File: src/inc/rsa_defs.vh
// What this block does
// - return pops the stack and loads stack_top into the program counter; flags unchanged
// - return takes two instruction cycles
// - sleep clears watchdog_counter and its prescaler to zero
// - sleep clears sleep_entry_flag, sets watchdog_expiry_bit, touches no other status bit
// - after sleep the core enters low-power sleep with oscillator halted
// - sub_literal: immediate minus accumulator into accumulator; updates borrow, nibble, zero flags
// - sub_from_register: register minus accumulator, routed by target bit; updates three flags
// - xor_literal: accumulator xor immediate into accumulator; only zero flag changes
// - xor_register: accumulator xor register, routed by target bit; only zero flag changes
// - nibble_swap exchanges register nibbles into destination; no flag changes
// - target bit 0 writes accumulator, 1 writes back the 7-bit addressed register
`ifndef RSA_DEFS_VH
`define RSA_DEFS_VH
`define RSA_OP_NONE 3'h0
`define RSA_OP_RETURN 3'h1
`define RSA_OP_SLEEP 3'h2
`define RSA_OP_SUBL 3'h3
`define RSA_OP_SUBF 3'h4
`define RSA_OP_XORL 3'h5
`define RSA_OP_XORF 3'h6
`define RSA_OP_NIBBLE_SWAP 3'h7
`define RSA_ACC_RST 8'h00
`define RSA_PC_RST 13'h0000
`define RSA_WDT_CLR 8'h00
`define RSA_PRE_CLR 8'h00
`define RSA_ST_C 0
`define RSA_ST_DC 1
`define RSA_ST_Z 2
`define RSA_ST_PD 3
`define RSA_ST_TO 4
`define RSA_STATUS_RST 5'h18
`define RSA_STACK_DEPTH 8
`endif

File: src/rtl/rsa_alu.v
`timescale 1ns/1ns
`include "rsa_defs.vh"
module rsa_alu (
	input wire [2:0] op_i,        // operation code
	input wire [7:0] acc_i,       // accumulator
	input wire [7:0] lit_i,       // immediate byte
	input wire [7:0] reg_i,       // addressed register value
	output reg [7:0] res_o,       // result
	output reg c_o,               // no borrow out of bit 7
	output reg dc_o,              // no borrow out of bit 3
	output reg z_o                // result zero
);
	reg [8:0] diff;
	reg [4:0] ndiff;
	reg [7:0] minu;
	always @* begin
		minu = (op_i == `RSA_OP_SUBL) ? lit_i : reg_i;
		diff = {1'b0, minu} + {1'b0, ~acc_i} + 9'h001;
		ndiff = {1'b0, minu[3:0]} + {1'b0, ~acc_i[3:0]} + 5'h01;
		c_o = diff[8];
		dc_o = ndiff[4];
		case (op_i)
			`RSA_OP_SUBL, `RSA_OP_SUBF: res_o = diff[7:0];
			`RSA_OP_XORL: res_o = acc_i ^ lit_i;
			`RSA_OP_XORF: res_o = acc_i ^ reg_i;
			`RSA_OP_NIBBLE_SWAP: res_o = {reg_i[3:0], reg_i[7:4]};
			default: res_o = 8'h00;
		endcase
		z_o = (res_o == 8'h00);
	end
endmodule // rsa_alu

File: src/rtl/rsa_core.v
`timescale 1ns/1ns
`include "rsa_defs.vh"
module rsa_core (
	input wire core_clk_i,          // instruction clock
	input wire reset_n_i,           // async reset, active low
	input wire instr_valid_i,       // decoded instruction present
	input wire [2:0] instr_op_i,    // operation code
	input wire [7:0] immediate_byte_i, // literal operand
	input wire [6:0] register_operand_i, // file register address
	input wire result_target_bit_i, // 0 accumulator, 1 register
	input wire [7:0] reg_rdata_i,   // addressed register value
	input wire [12:0] stack_top_i,  // return address on stack top
	input wire wake_i,              // wake event from sleep
	output reg instr_ready_o,       // core accepts an instruction
	output reg [7:0] accumulator_o, // accumulator
	output reg reg_we_o,            // register file write strobe
	output reg [6:0] reg_waddr_o,   // register file write address
	output reg [7:0] reg_wdata_o,   // register file write data
	output reg stack_pop_o,         // stack pop strobe
	output reg [12:0] pc_o,         // program counter
	output reg [7:0] watchdog_counter_o, // watchdog count
	output reg [7:0] prescaler_o,   // watchdog prescaler
	output reg [4:0] status_o,      // to,pd,z,dc,c
	output reg osc_halt_o           // oscillator stopped, sleep state
);
	localparam ST_RUN = 2'h0;
	localparam ST_RET2 = 2'h1;
	localparam ST_SLEEP = 2'h2;

	function op_is_ret;
		input [2:0] op;
		begin
			op_is_ret = (op == `RSA_OP_RETURN);
		end
	endfunction

	function op_is_sleep;
		input [2:0] op;
		begin
			op_is_sleep = (op == `RSA_OP_SLEEP);
		end
	endfunction

	function op_is_sub;
		input [2:0] op;
		begin
			op_is_sub = (op == `RSA_OP_SUBL) || (op == `RSA_OP_SUBF);
		end
	endfunction

	function op_is_xor;
		input [2:0] op;
		begin
			op_is_xor = (op == `RSA_OP_XORL) || (op == `RSA_OP_XORF);
		end
	endfunction

	// literal forms always land in the accumulator; no target bit applies
	function op_is_lit;
		input [2:0] op;
		begin
			op_is_lit = (op == `RSA_OP_SUBL) || (op == `RSA_OP_XORL);
		end
	endfunction

	function op_is_file;
		input [2:0] op;
		begin
			op_is_file = (op == `RSA_OP_SUBF) || (op == `RSA_OP_XORF) ||
				(op == `RSA_OP_NIBBLE_SWAP);
		end
	endfunction

	function op_sets_zero;
		input [2:0] op;
		begin
			op_sets_zero = op_is_sub(op) || op_is_xor(op);
		end
	endfunction

	function [12:0] pc_step;
		input [12:0] pc;
		begin
			pc_step = pc + 13'h0001;
		end
	endfunction

	function [4:0] sleep_status;
		input [4:0] st;
		reg [4:0] tmp;
		begin
			tmp = st;
			tmp[`RSA_ST_PD] = 1'b0;
			tmp[`RSA_ST_TO] = 1'b1;
			sleep_status = tmp;
		end
	endfunction

	reg ready_nxt;
	reg [7:0] acc_nxt;
	reg we_nxt;
	reg [6:0] waddr_nxt;
	reg [7:0] wdata_nxt;
	reg pop_nxt;
	reg [12:0] pc_nxt;
	reg [7:0] wdt_nxt;
	reg [7:0] pre_nxt;
	reg [4:0] status_nxt;
	reg halt_nxt;

	reg [1:0] state_r;
	reg [1:0] state_nxt;
	reg wake_s1_r;
	reg wake_s2_r;
	wire [7:0] alu_res;
	wire alu_c;
	wire alu_dc;
	wire alu_z;
	wire take;
	assign take = instr_valid_i && instr_ready_o;
	rsa_alu u_alu (
		.op_i(instr_op_i),
		.acc_i(accumulator_o),
		.lit_i(immediate_byte_i),
		.reg_i(reg_rdata_i),
		.res_o(alu_res),
		.c_o(alu_c),
		.dc_o(alu_dc),
		.z_o(alu_z)
	);
	// wake is an asynchronous pin: two stages before use
	always @(posedge core_clk_i or negedge reset_n_i) begin
		if (!reset_n_i) begin
			wake_s1_r <= 1'b0;
			wake_s2_r <= 1'b0;
		end else begin
			wake_s1_r <= wake_i;
			wake_s2_r <= wake_s1_r;
		end
	end

	wire take_ret;
	wire take_sleep;
	wire take_lit;
	wire take_file;
	wire file_to_reg;
	wire file_to_acc;
	wire take_sub;
	wire take_zero;
	assign take_ret = take && op_is_ret(instr_op_i);
	assign take_sleep = take && op_is_sleep(instr_op_i);
	assign take_lit = take && op_is_lit(instr_op_i);
	assign take_file = take && op_is_file(instr_op_i);
	assign file_to_reg = take_file && result_target_bit_i;
	assign file_to_acc = take_file && !result_target_bit_i;
	assign take_sub = take && op_is_sub(instr_op_i);
	assign take_zero = take && op_sets_zero(instr_op_i);

	// return and sleep are the only ops that hold the core out of the run state
	always @* begin
		state_nxt = state_r;
		case (state_r)
			ST_RUN: begin
				if (take_ret) begin
					state_nxt = ST_RET2;
				end else if (take_sleep) begin
					state_nxt = ST_SLEEP;
				end
			end
			ST_RET2: begin
				state_nxt = ST_RUN;
			end
			ST_SLEEP: begin
				// level wake: a wake still high when sleep is taken ends it at once
				if (wake_s2_r) begin
					state_nxt = ST_RUN;
				end
			end
			default: begin
				state_nxt = ST_RUN;
			end
		endcase
	end

	always @* begin
		ready_nxt = (state_nxt == ST_RUN);
		halt_nxt = (state_nxt == ST_SLEEP);
	end

	always @* begin
		pc_nxt = pc_o;
		pop_nxt = 1'b0;
		if (take_ret) begin
			pop_nxt = 1'b1;
			pc_nxt = stack_top_i;
		end else if (take) begin
			pc_nxt = pc_step(pc_o);
		end
	end

	// this block holds no count of its own; only the clear on sleep lives here
	always @* begin
		wdt_nxt = watchdog_counter_o;
		pre_nxt = prescaler_o;
		if (take_sleep) begin
			wdt_nxt = `RSA_WDT_CLR;
			pre_nxt = `RSA_PRE_CLR;
		end
	end

	always @* begin
		acc_nxt = accumulator_o;
		if (take_lit) begin
			acc_nxt = alu_res;
		end else if (file_to_acc) begin
			acc_nxt = alu_res;
		end
	end

	// address and data hold their last value; only the strobe is a pulse
	always @* begin
		we_nxt = 1'b0;
		waddr_nxt = reg_waddr_o;
		wdata_nxt = reg_wdata_o;
		if (file_to_reg) begin
			we_nxt = 1'b1;
			waddr_nxt = register_operand_i;
			wdata_nxt = alu_res;
		end
	end

	// return and swap fall through here untouched, so their flags stay put
	always @* begin
		status_nxt = status_o;
		if (take_sleep) begin
			status_nxt = sleep_status(status_o);
		end
		if (take_sub) begin
			status_nxt[`RSA_ST_C] = alu_c;
			status_nxt[`RSA_ST_DC] = alu_dc;
		end
		if (take_zero) begin
			status_nxt[`RSA_ST_Z] = alu_z;
		end
	end

	// every output is a flop fed only by the next values above
	always @(posedge core_clk_i or negedge reset_n_i) begin
		if (!reset_n_i) begin
			state_r <= ST_RUN;
		end else begin
			state_r <= state_nxt;
		end
	end

	always @(posedge core_clk_i or negedge reset_n_i) begin
		if (!reset_n_i) begin
			instr_ready_o <= 1'b0;
			osc_halt_o <= 1'b0;
		end else begin
			instr_ready_o <= ready_nxt;
			osc_halt_o <= halt_nxt;
		end
	end

	always @(posedge core_clk_i or negedge reset_n_i) begin
		if (!reset_n_i) begin
			pc_o <= `RSA_PC_RST;
			stack_pop_o <= 1'b0;
		end else begin
			pc_o <= pc_nxt;
			stack_pop_o <= pop_nxt;
		end
	end

	always @(posedge core_clk_i or negedge reset_n_i) begin
		if (!reset_n_i) begin
			watchdog_counter_o <= `RSA_WDT_CLR;
			prescaler_o <= `RSA_PRE_CLR;
		end else begin
			watchdog_counter_o <= wdt_nxt;
			prescaler_o <= pre_nxt;
		end
	end

	always @(posedge core_clk_i or negedge reset_n_i) begin
		if (!reset_n_i) begin
			accumulator_o <= `RSA_ACC_RST;
		end else begin
			accumulator_o <= acc_nxt;
		end
	end

	always @(posedge core_clk_i or negedge reset_n_i) begin
		if (!reset_n_i) begin
			reg_we_o <= 1'b0;
			reg_waddr_o <= 7'h00;
			reg_wdata_o <= 8'h00;
		end else begin
			reg_we_o <= we_nxt;
			reg_waddr_o <= waddr_nxt;
			reg_wdata_o <= wdata_nxt;
		end
	end

	always @(posedge core_clk_i or negedge reset_n_i) begin
		if (!reset_n_i) begin
			status_o <= `RSA_STATUS_RST;
		end else begin
			status_o <= status_nxt;
		end
	end
endmodule // rsa_core

File: config.mk
export PLATFORM = sky130hd
export DESIGN_NAME = rsa_core
export DESIGN_NICKNAME = d
export VERILOG_FILES = /design/src/rtl/rsa_alu.v /design/src/rtl/rsa_core.v
export VERILOG_INCLUDE_DIRS = /design/src /design/src/inc
export SDC_FILE = /design/constraint.sdc
export NUM_CORES = 1
export LEC_CHECK = 0
export BUFFER_PORTS_ARGS = -buffer_cell sky130_fd_sc_hd__buf_2
export CAP_MARGIN = 15
export CORE_MARGIN = 10
export CORE_UTILIZATION = 51
export CTS_CLUSTER_DIAMETER = 120
export DETAILED_ROUTE_END_ITERATION = 10
export PLACE_DENSITY = 0.78
export REMOVE_ABC_BUFFERS = 1
export SLEW_MARGIN = 10
export SYNTH_ARGS = -nofsm -noshare
export SYNTH_HDL_FRONTEND = slang
export SYNTH_SLANG_ARGS = --single-unit
File: constraint.sdc
create_clock -name core_clk_i -period 2.6 [get_ports core_clk_i]
set_input_delay 0 -clock core_clk_i [delete_from_list [all_inputs] [get_ports core_clk_i]]
set_output_delay 0 -clock core_clk_i [all_outputs]
set_load 0.005 [all_outputs]
======== Word-level counts from Yosys, hierarchy flattened ========
Cells that the tools add are included.
storage, ports and cells
  flip-flop bits (word level) ............. 48
  bits of input ports ..................... 44
  output and inout port bits .............. 61
  logic and storage cells ................. 68
operators by class
  $add $sub $neg .......................... 5
  equal/unequal tests ..................... 9
  mux-type cells .......................... 14
  bitwise operators ....................... 4
  reductions and logical operators ........ 22
operators by type and width
  operator                                             number
  case mux 8 bit (4 select lines)                      1
  two-way mux 13 bit                                   2
  two-way mux 8 bit                                    3
  bitwise XOR 8 bit                                    2
  adder 13 x 1 -> 13 bit, second input constant        1
  equality test 3 bit, second input constant           4
  adder 8 x 8 -> 9 bit                                 1
  adder 9 x 1 -> 9 bit, second input constant          1
  logical AND 1 bit                                    9
  logical NOT 8 bit                                    1
  two-way mux 2 bit                                    4
  NOT 8 bit                                            1
  equality test 3 x 2 -> 1 bit, second input constant  2
  logical OR 1 bit                                     6
  adder 4 x 4 -> 5 bit                                 1
  adder 5 x 1 -> 5 bit, second input constant          1
  equality test 2 bit, second input constant           2
  logical NOT 2 bit                                    2
  NOT 4 bit                                            1
  case mux 2 bit (2 select lines)                      1
  nonzero test 2 bit                                   2
  equality test 3 x 1 -> 1 bit, second input constant  1
  two-way mux 1 bit                                    3
  OR reduction 2 bit                                   1
  logical NOT 1 bit                                    1

======== Depth between registers and ports, before layout ========
Gate-level depths: netlist of the first run.
  depth after elaboration ................. 7
  mapped depth ............................ 12
  mapped depth without buffers ............ 11

======== Hierarchy ========
A second synthesis of the first run with hierarchy kept.
unflattened totals
  cell total of the unflattened synthesis .. 344
  area total of the unflattened synthesis .. 3295.7 µm²
modules (own cells, without submodules)
  module    instances  cells each  area an instance (µm²)  sequential area each (µm²)
  rsa_core  1          204         2294.7                  1202.4
  rsa_alu   1          140         1001.0                  0.0

======== Worst setup path before layout of the first run ========
OpenSTA, ideal clock, no wires.
  path kind ............................... input -> register
  start ................................... input instr_op_i[2]
  end ..................................... register status_o[2]
  setup time .............................. 0.120 ns
  data arrival time ....................... 2.211 ns
  required time ........................... 2.480 ns
  path slack .............................. 0.269 ns
  stages .................................. 12
  path buffers ............................ 1
  cell sequence ........................... and3b_1 > buf_2 > mux2i_1 > ha_1 > inv_1 > fa_1 > a21o_1 > a21oi_1 > xnor2_1 > a21oi_1 > and4_1 > a41o_1
between the ends
  cells in the longest elaborated chain, start to end .. 7
  elaborated cells on any way between the ends .. 16
  those cells by class .................... add/sub: 2; eq/ne: 5; mux: 3; reduce/logical: 6
RTL lines
  element                          line            source
  from (decl)                      rsa_core.v:7    input wire [2:0] instr_op_i,
  equality test 3 x 2 -> 1 bit     rsa_alu.v:22    case (op_i)
  two-way mux 8 bit                rsa_alu.v:17    minu = (op_i == `RSA_OP_SUBL) ? lit_i : reg_i;
  adder 8 x 8 -> 9 bit             rsa_alu.v:18    diff = {1'b0, minu} + {1'b0, ~acc_i} + 9'h001;
  adder 9 x 1 -> 9 bit             rsa_alu.v:18
  case mux 8 bit (4 select lines)  rsa_alu.v:22
  logical NOT 8 bit                rsa_alu.v:29    z_o = (res_o == 8'h00);
  two-way mux 1 bit                rsa_core.v:242  if (take_zero) begin
  to (signal assigned)             rsa_core.v:308  status_o <= `RSA_STATUS_RST;
  to (signal assigned)             rsa_core.v:310  status_o <= status_nxt;
  to (decl)                        rsa_core.v:23   output reg [4:0] status_o,
Parallel ways exist; a longest one is shown, timed or not. The select of a mux whose other input is x is not followed.
A chain may end at the register's enable or synchronous reset.

======== Worst setup path after layout of the first run ========
  start ................................... register accumulator_o[0]
  end ..................................... register status_o[2]
between the ends
  cells in the longest elaborated chain, start to end .. 6
  elaborated cells on any way between the ends .. 8
  those cells by class .................... add/sub: 2; mux: 2; bitwise: 3; reduce/logical: 1
RTL lines
  element                            line            source
  from (decl)                        rsa_core.v:15   output reg [7:0] accumulator_o,
  from (signal assigned)             rsa_core.v:288  accumulator_o <= `RSA_ACC_RST;
  from (signal assigned)             rsa_core.v:290  accumulator_o <= acc_nxt;
  NOT 8 bit                          rsa_alu.v:18
  adder 8 x 8 -> 9 bit               rsa_alu.v:18
  adder 9 x 1 -> 9 bit               rsa_alu.v:18
  case mux 8 bit (4 select lines) *  rsa_alu.v:22
  logical NOT 8 bit *                rsa_alu.v:29
  two-way mux 1 bit *                rsa_core.v:242
Every way passes the cells marked *; elsewhere a longest branch is shown, timed or not. The select of a mux whose other input is x is not followed.

==> results.py, run 1 <==
metrics = {
    "power": {
        "pwr-share-seq": 0.401,
        "pwr-share-comb": 0.378,
        "switching_share": 0.3587,
        "p_switching_mw": 1.032,
        "power_density_nw_per_um2": 750.7,
        "ir_drop_uv": 448.8,
        "intPower_mw": 1.845,
        "p_leak_nw": 1.912,
        "clkPwrFrac": 0.221,
        "total_power_mw": 2.877,
    },
    "clock_network": {
        "cts_root_buffer": "clkbuf_8",
        "path_clk_slew_ns": 0.09,
        "clock_sinks": 48,
        "numCtsBuffers": 5,
        "clock_path_buffers": 2,
        "clk_latency_ns": 0.30,
        "cts_htree_levels": 2,
        "cts_setup_buffers": 0,
        "cts_tree": "built",
    },
    "synth": {
        "syn_inst": 358,
        "synth_seq_area_share": 0.3899,
        "postSynthAreaPerCell_um2": 8.615,
        "yosys_warnings": 0,
        "netlist_top_cells_area": "dfrtp_1 38%, nand2_1 7.1%, a21oi_1 4.9%",
        "synth_edf_count": 0,
        "async_reset_ff_frac": 1.000,
        "yosysTopAreaCell": "dfrtp_1",
        "yosys.cell_types.count": 57,
        "ys_ff_latch": 48,
        "ys.flop_type": "dfrtp_1",
        "syn_area_um2": 3084,
        "yosys.area.top_type_share": 0.3813,
    },
    "routing": {
        "via_per_inst": 5.392,
        "routedWlPerCell_um": 16.33,
        "drc": 0,
        "drt-total-wl_um": 8754,
        "dr.pass1.iters": 4,
        "ant_nets": 0,
        "drt_iter0_drc": 130,
        "via_count": 2890,
    },
    "final_layout": {
        "stdcell_count": 536,
        "drive_gt1_frac": 0.2538,
        "area_delta_synth_final_pct": 24.26,
        "mostFrequentLayoutCells": "87 x buf_2, 58 x nand2_1, 47 x dfrtp_1",
        "final_nets": 515,
        "mostFrequentLayoutCell": "buf_2",
        "finish.utilization": 0.6511,
        "antenna_cells": 0,
    },
    "floorplanning": {
        "io_pins": 105,
        "core_um2": 5886,
        "die-area_um2": 9558,
        "die_w_um": 97.77,
        "rows": 28,
        "die_h_um": 97.77,
        "start_util": 0.5240,
    },
    "status": {
        "status": "complete, but fails checks",
        "failed_checks": "hold timing",
    },
    "global_routing": {
        "first_global_vias": 2864,
        "grt_max_degree": 49,
        "grtUsageTotal": 0.1768,
        "overflow": 0,
        "grt_pass1_wl_um": 14340,
        "antenna_found_initial": 0,
    },
    "worst_hold_path": {
        "worstHoldStart": "stack_top_i[9]",
        "hold-path-endpoint": "pc_o[9]$_DFFE_PN0P_",
        "holdPathStages": 3,
        "hp-class": "primary input to flip-flop",
    },
    "timing": {
        "holdWs_ns": -0.0002554,
        "worst_slew_pin_slew_ns": 1.056,
        "min_period_over_period": 0.9020,
        "tns_ns": 0,
        "clock.fmax_mhz": 426.4,
        "fin_ws_ns": 0.2547,
        "final-hold-violation-count": 1,
        "finalClockSkew_ns": 0.01240,
        "finalCriticalPeriod_ns": 2.345,
        "slew_headroom": 0.2961,
        "rsz0062_at_grt": "false",
        "final_max_slew_viol_count": 0,
        "finalSetupViolations": 0,
    },
    "placement": {
        "dp_hpwl_um": 6568,
        "port_buffers": 87,
        "place_inst": 512,
        "post-place-ws_ns": 0.02006,
        "gp_congestion": 0.9476,
    },
    "critical_path": {
        "worstReg2RegStart": "accumulator_o[0]$_DFFE_PN0P_",
        "crit_type": "flip-flop to flip-flop",
        "cp.required_ns": 2.80,
        "rr_endpoint": "status_o[2]$_DFFE_PN0P_",
        "crit_path_start_kind": "flip-flop",
        "reg2reg_depth": 9,
        "path_max_fanout": 6,
        "cp-end-kind": "flip-flop",
        "worstPathArrival_ns": 2.54,
        "r2r_setup_slack_ns": 0.25,
    },
    "job": {
        "max-cap-violations": 0,
    },
}
per-stage QoR:
step / hold slack (ns) / area [µm²]
detailed placement: 0.1143 / 3540
global route: 0.01677 / 3832
floorplan: -0.2956 / 2935
global placement: 0.1087 / 3540
finish: -0.0002554 / 3832
CTS: 0.001839 / 3832
timing repair:
item / CTS / global route
resized for setup: 0 / 0
endpoints found under the hold margin: 62 / 0
hold buffers: 16 / 0
Yosys cell counts, drive strengths merged, types with 3 or more instances:
cell and number:
nor2b 5, inv 13, dfrtp 47, nand4 5
nand2 58, a21oi 31, o22ai 4, nor3 4
buf 27, xnor2 7, and3 4, xor2 14
nand2b 6, nor3b 3, clkbuf 6, ha 10
mux2 7, nor2 22, mux2i 6, nand3 11
o21ai 28, a22oi 4
power groups by stage:
| stage | clock network, mW | registers [mW] | logic (mW) |
|---|---|---|---|
| after floorplan | 0 | 1.15 | 0.606 |
| after global placement | 0 | 1.16 | 1.05 |
| after detailed placement | 0 | 1.17 | 1.07 |
| after CTS | 0.648 | 1.15 | 1.10 |
| after global routing | 0.679 | 1.19 | 1.23 |
| final | 0.636 | 1.15 | 1.09 |
state kept, by name (all words and copies together) (netlist names):
| register | count |
|---|---|
| reg_wdata_o | 8 |
| reg_waddr_o | 7 |
| stack_pop_o | 1 |
| status_o | 4 |
| wake_s1_r | 1 |
| instr_ready_o | 1 |
| state_r | 2 |
| wake_s2_r | 1 |
| osc_halt_o | 1 |
| reg_we_o | 1 |
| accumulator_o | 8 |
| pc_o | 13 |
area by class of cell:
class                           instances  area, µm²
Multi-Input combinational cell        278       1680
Clock buffer                            6      72.57
Tap cell                               75      93.84
Clock inverter                          2      60.06
Inverter                               14      52.55
Timing Repair Buffer                  113      670.6
Fill cell                             537       2053
Sequential cell                        48       1202
metal layers:
layer / GRT usage / up-vias / part of all wire
met5: 0 / - / 0
met4: 0.04139 / 0 / 0.0078
met3: 0.05215 / 8 / 0.067
met2: 0.2999 / 84 / 0.49
met1: 0.2157 / 1384 / 0.44
li1: - / 1414 / -
critical path, stage by stage, from the launching register on:
cell	delay [ns]
dfrtp_1	0.49
ha_1	0.20
inv_1	0.05
fa_1	0.40
a21o_1	0.22
a21oi_1	0.23
xnor2_1	0.16
a21oi_1	0.12
and4_1	0.18
a41o_1	0.20
cell families (layout without fill, tap and decap cells):
family,count (synthesis),after routing,share of synthesized area
compound gates,86,86,0.1724
xor+xnor,21,21,0.05964
fa+ha+maj,11,11,0.04706
buf+inv,47,135,0.08357
flops,48,48,0.3899
mux,13,13,0.04503
other cells,2,17,0.002435
simple gates,130,130,0.2000
worst max-delay path by stage:
stage / start / endpoint / cells past startpoint
4_1_cts: accumulator_o[0]$_DFFE_PN0P_ / status_o[2]$_DFFE_PN0P_ / 9
3_3_place_gp: instr_op_i[2] / reg_wdata_o[7]$_DFFE_PN0P_ / 11
6_report: accumulator_o[0]$_DFFE_PN0P_ / status_o[2]$_DFFE_PN0P_ / 9
5_1_grt: accumulator_o[0]$_DFFE_PN0P_ / status_o[2]$_DFFE_PN0P_ / 9
2_1_floorplan: instr_op_i[2] / status_o[2]$_DFFE_PN0P_ / 11
3_5_place_dp: instr_op_i[2] / status_o[2]$_DFFE_PN0P_ / 12
(Power assumes the default switching activity.)
==> run 2, diff against run 1 <==
Settings changed: CELL_PAD_IN_SITES_DETAIL_PLACEMENT set to 0, CELL_PAD_IN_SITES_GLOBAL_PLACEMENT set to 1, CORE_UTILIZATION 51 to 37.
==> run 2 against run 1 <==
Compared with the run above: the run now ends clean; non-clock buffer count rose by 3; die area is 30% higher; total power fell by 5.5%; critical endpoint unchanged; largest power group unchanged.
==> results.py, run 2 (same netlist as run 1, synthesis figures left out) <==
metrics = {
    "status": {
        "status": "completed",
    },
    "clock_network": {
        "cts_root_buffer": "clkbuf_8",
        "clk_latency_ns": 0.30,
        "cts_tree": "built",
        "clock_sinks": 48,
        "clock_path_buffers": 2,
        "cts_htree_levels": 2,
        "numCtsBuffers": 5,
        "cts_resized": 0,
        "cts_setup_buffers": 0,
        "path_clk_slew_ns": 0.09,
    },
    "critical_path": {
        "crit_path_frequent_cell": "a21oi_1",
        "worstPathArrival_ns": 2.55,
        "cp-end-kind": "flip-flop",
        "cp_slowest_cell": "dfrtp_1",
        "crit_path_start_kind": "flip-flop",
        "path_max_fanout": 6,
        "worst-path-buf-inv": 1,
        "critical-path-max-stage-delay_ns": 0.48,
        "cp.required_ns": 2.79,
        "cp_top_family": "compound AO/OA/AOI/OAI gates",
        "crit_type": "flip-flop to flip-flop",
        "worstPathCellList": "ha_1 > inv_1 > fa_1 > a21o_1 > a21oi_1 > xnor2_1 > a21oi_1 > and4_1 > a41o_1",
    },
    "global_routing": {
        "antenna_found_initial": 0,
        "overflow": 0,
        "grt_max_degree": 49,
        "grt_pass1_wl_um": 15150,
        "grtUsageTotal": 0.1441,
        "first_global_vias": 2963,
    },
    "power": {
        "switching_share": 0.3805,
        "ir_drop_uv": 332.4,
        "p_switching_mw": 1.034,
        "clkPwrFrac": 0.171,
        "power_density_nw_per_um2": 701.5,
        "intPower_mw": 1.684,
        "total_power_mw": 2.718,
        "pwr-share-seq": 0.428,
        "p_leak_nw": 1.908,
        "pwr-share-comb": 0.401,
    },
    "final_layout": {
        "antenna_cells": 0,
        "mostFrequentLayoutCells": "87 x buf_2, 58 x nand2_1, 47 x dfrtp_1",
        "area_delta_synth_final_pct": 25.64,
        "stdcell_count": 569,
        "drive_gt1_frac": 0.2565,
        "largest-register": "pc_o",
        "final_nets": 518,
        "reg_top3": "pc_o: 13 flops, accumulator_o: 8 flops, reg_wdata_o: 8 flops",
        "mostFrequentLayoutCell": "buf_2",
        "fillCellCount": 831,
        "largest_register_ffs": 13,
    },
    "placement": {
        "dp_hpwl_um": 6893,
        "place_inst": 542,
        "port_buffers": 87,
        "gp_congestion": 0.8467,
        "post-place-ws_ns": 0.04986,
    },
    "routing": {
        "ant_nets": 0,
        "routedWlPerCell_um": 15.90,
        "via_count": 2796,
        "dr.pass1.iters": 4,
        "drt-total-wl_um": 9047,
        "drc": 0,
        "drt_iter0_drc": 150,
        "via_per_inst": 4.914,
    },
    "floorplanning": {
        "die-area_um2": 12390,
        "rows": 33,
        "core_um2": 8175,
        "die_w_um": 111.3,
        "start_util": 0.3773,
        "die_h_um": 111.3,
        "io_pins": 105,
    },
    "timing": {
        "final-hold-violation-count": 0,
        "finalCriticalPeriod_ns": 2.363,
        "tns_ns": 0,
        "clock.fmax_mhz": 423.2,
        "min_period_over_period": 0.9089,
        "fin_ws_ns": 0.2370,
        "finalSetupViolations": 0,
        "final_max_slew_viol_count": 0,
        "rsz0062_at_grt": "false",
        "finalClockSkew_ns": 0.008330,
    },
    "job": {
        "max-cap-violations": 0,
    },
    "worst_hold_path": {
        "hp-class": "primary input to flip-flop",
    },
}
## run 2: cell count changes in the layout (fill, tap and decap cells not counted), sizes merged
cell	delta
buf	+1
bufinv	-2
clkinvlp	+2
dlygate4sd3	+2
## run 2: repair_timing
item                                    4_1_cts  5_1_grt
endpoints found under the hold margin        64        0
hold buffers                                 18        0
endpoints found under the setup margin        0        0
## run 2: worst paths after layout
| path | startpoint | end | slack, ns | depth (start not counted) |
|---|---|---|---|---|
| setup / recovery | accumulator_o[0]$_DFFE_PN0P_ | status_o[2]$_DFFE_PN0P_ | 0.24 | 9 |
| hold / removal | stack_top_i[10] | pc_o[10]$_DFFE_PN0P_ | 0.03 | 3 |
| setup reg to reg | accumulator_o[0]$_DFFE_PN0P_ | status_o[2]$_DFFE_PN0P_ | 0.24 | 9 |
| hold reg to reg | wake_s1_r$_DFF_PN0_ | wake_s2_r$_DFF_PN0_ | 0.37 | 0 |
| max in group asynchronous | reset_n_i | status_o[3]$_DFFE_PN1P_ | 1.85 | 3 |
| min in group asynchronous | reset_n_i | pc_o[3]$_DFFE_PN0P_ | 0.17 | 2 |
## run 2: worst reg2reg max path, stage by stage (launching register included)
cell     delay (ns)
dfrtp_1        0.48
ha_1           0.19
inv_1          0.05
fa_1           0.41
a21o_1         0.23
a21oi_1        0.25
xnor2_1        0.16
a21oi_1        0.10
and4_1         0.18
a41o_1         0.20
## run 2: through the flow
stage          hold WS [ns]  utilization  cell area, µm²
2_1_floorplan       -0.2956            -            2935
3_3_place_gp         0.1088       0.4376            3577
3_5_place_dp         0.1097       0.4376            3577
4_1_cts             0.02496       0.4715            3855
5_1_grt             0.02052       0.4740            3875
6_report            0.03304       0.4740            3875
## run 2: final cells by class
class | instances | area, µm² | area share
flip-flops and latches | 48 | 1202 | 0.3103
inverters | 14 | 52.55 | 0.01356
repair buffers | 116 | 710.7 | 0.1834
multi-input cells | 278 | 1680 | 0.4336
clock buffers | 6 | 82.58 | 0.02131
clock inverters | 2 | 15.01 | 0.003875
well taps | 105 | 131.4 | 0.03390
## run 2: power groups by stage
stage,registers [mW],logic [mW],clock network (mW)
after CTS,1.16,1.10,0.492
after floorplan,1.15,0.606,0
final,1.16,1.09,0.466
after global routing,1.20,1.24,0.525
after global placement,1.17,1.07,0
after detailed placement,1.18,1.08,0
## run 2: per-layer routing
layer  GRT usage  share of wire  vias up
met1      0.1752           0.42     1302
met4     0.03685         0.0056        0
met5           0              0        -
met2      0.2478           0.51       79
li1            -              -     1413
met3     0.03571          0.065        2
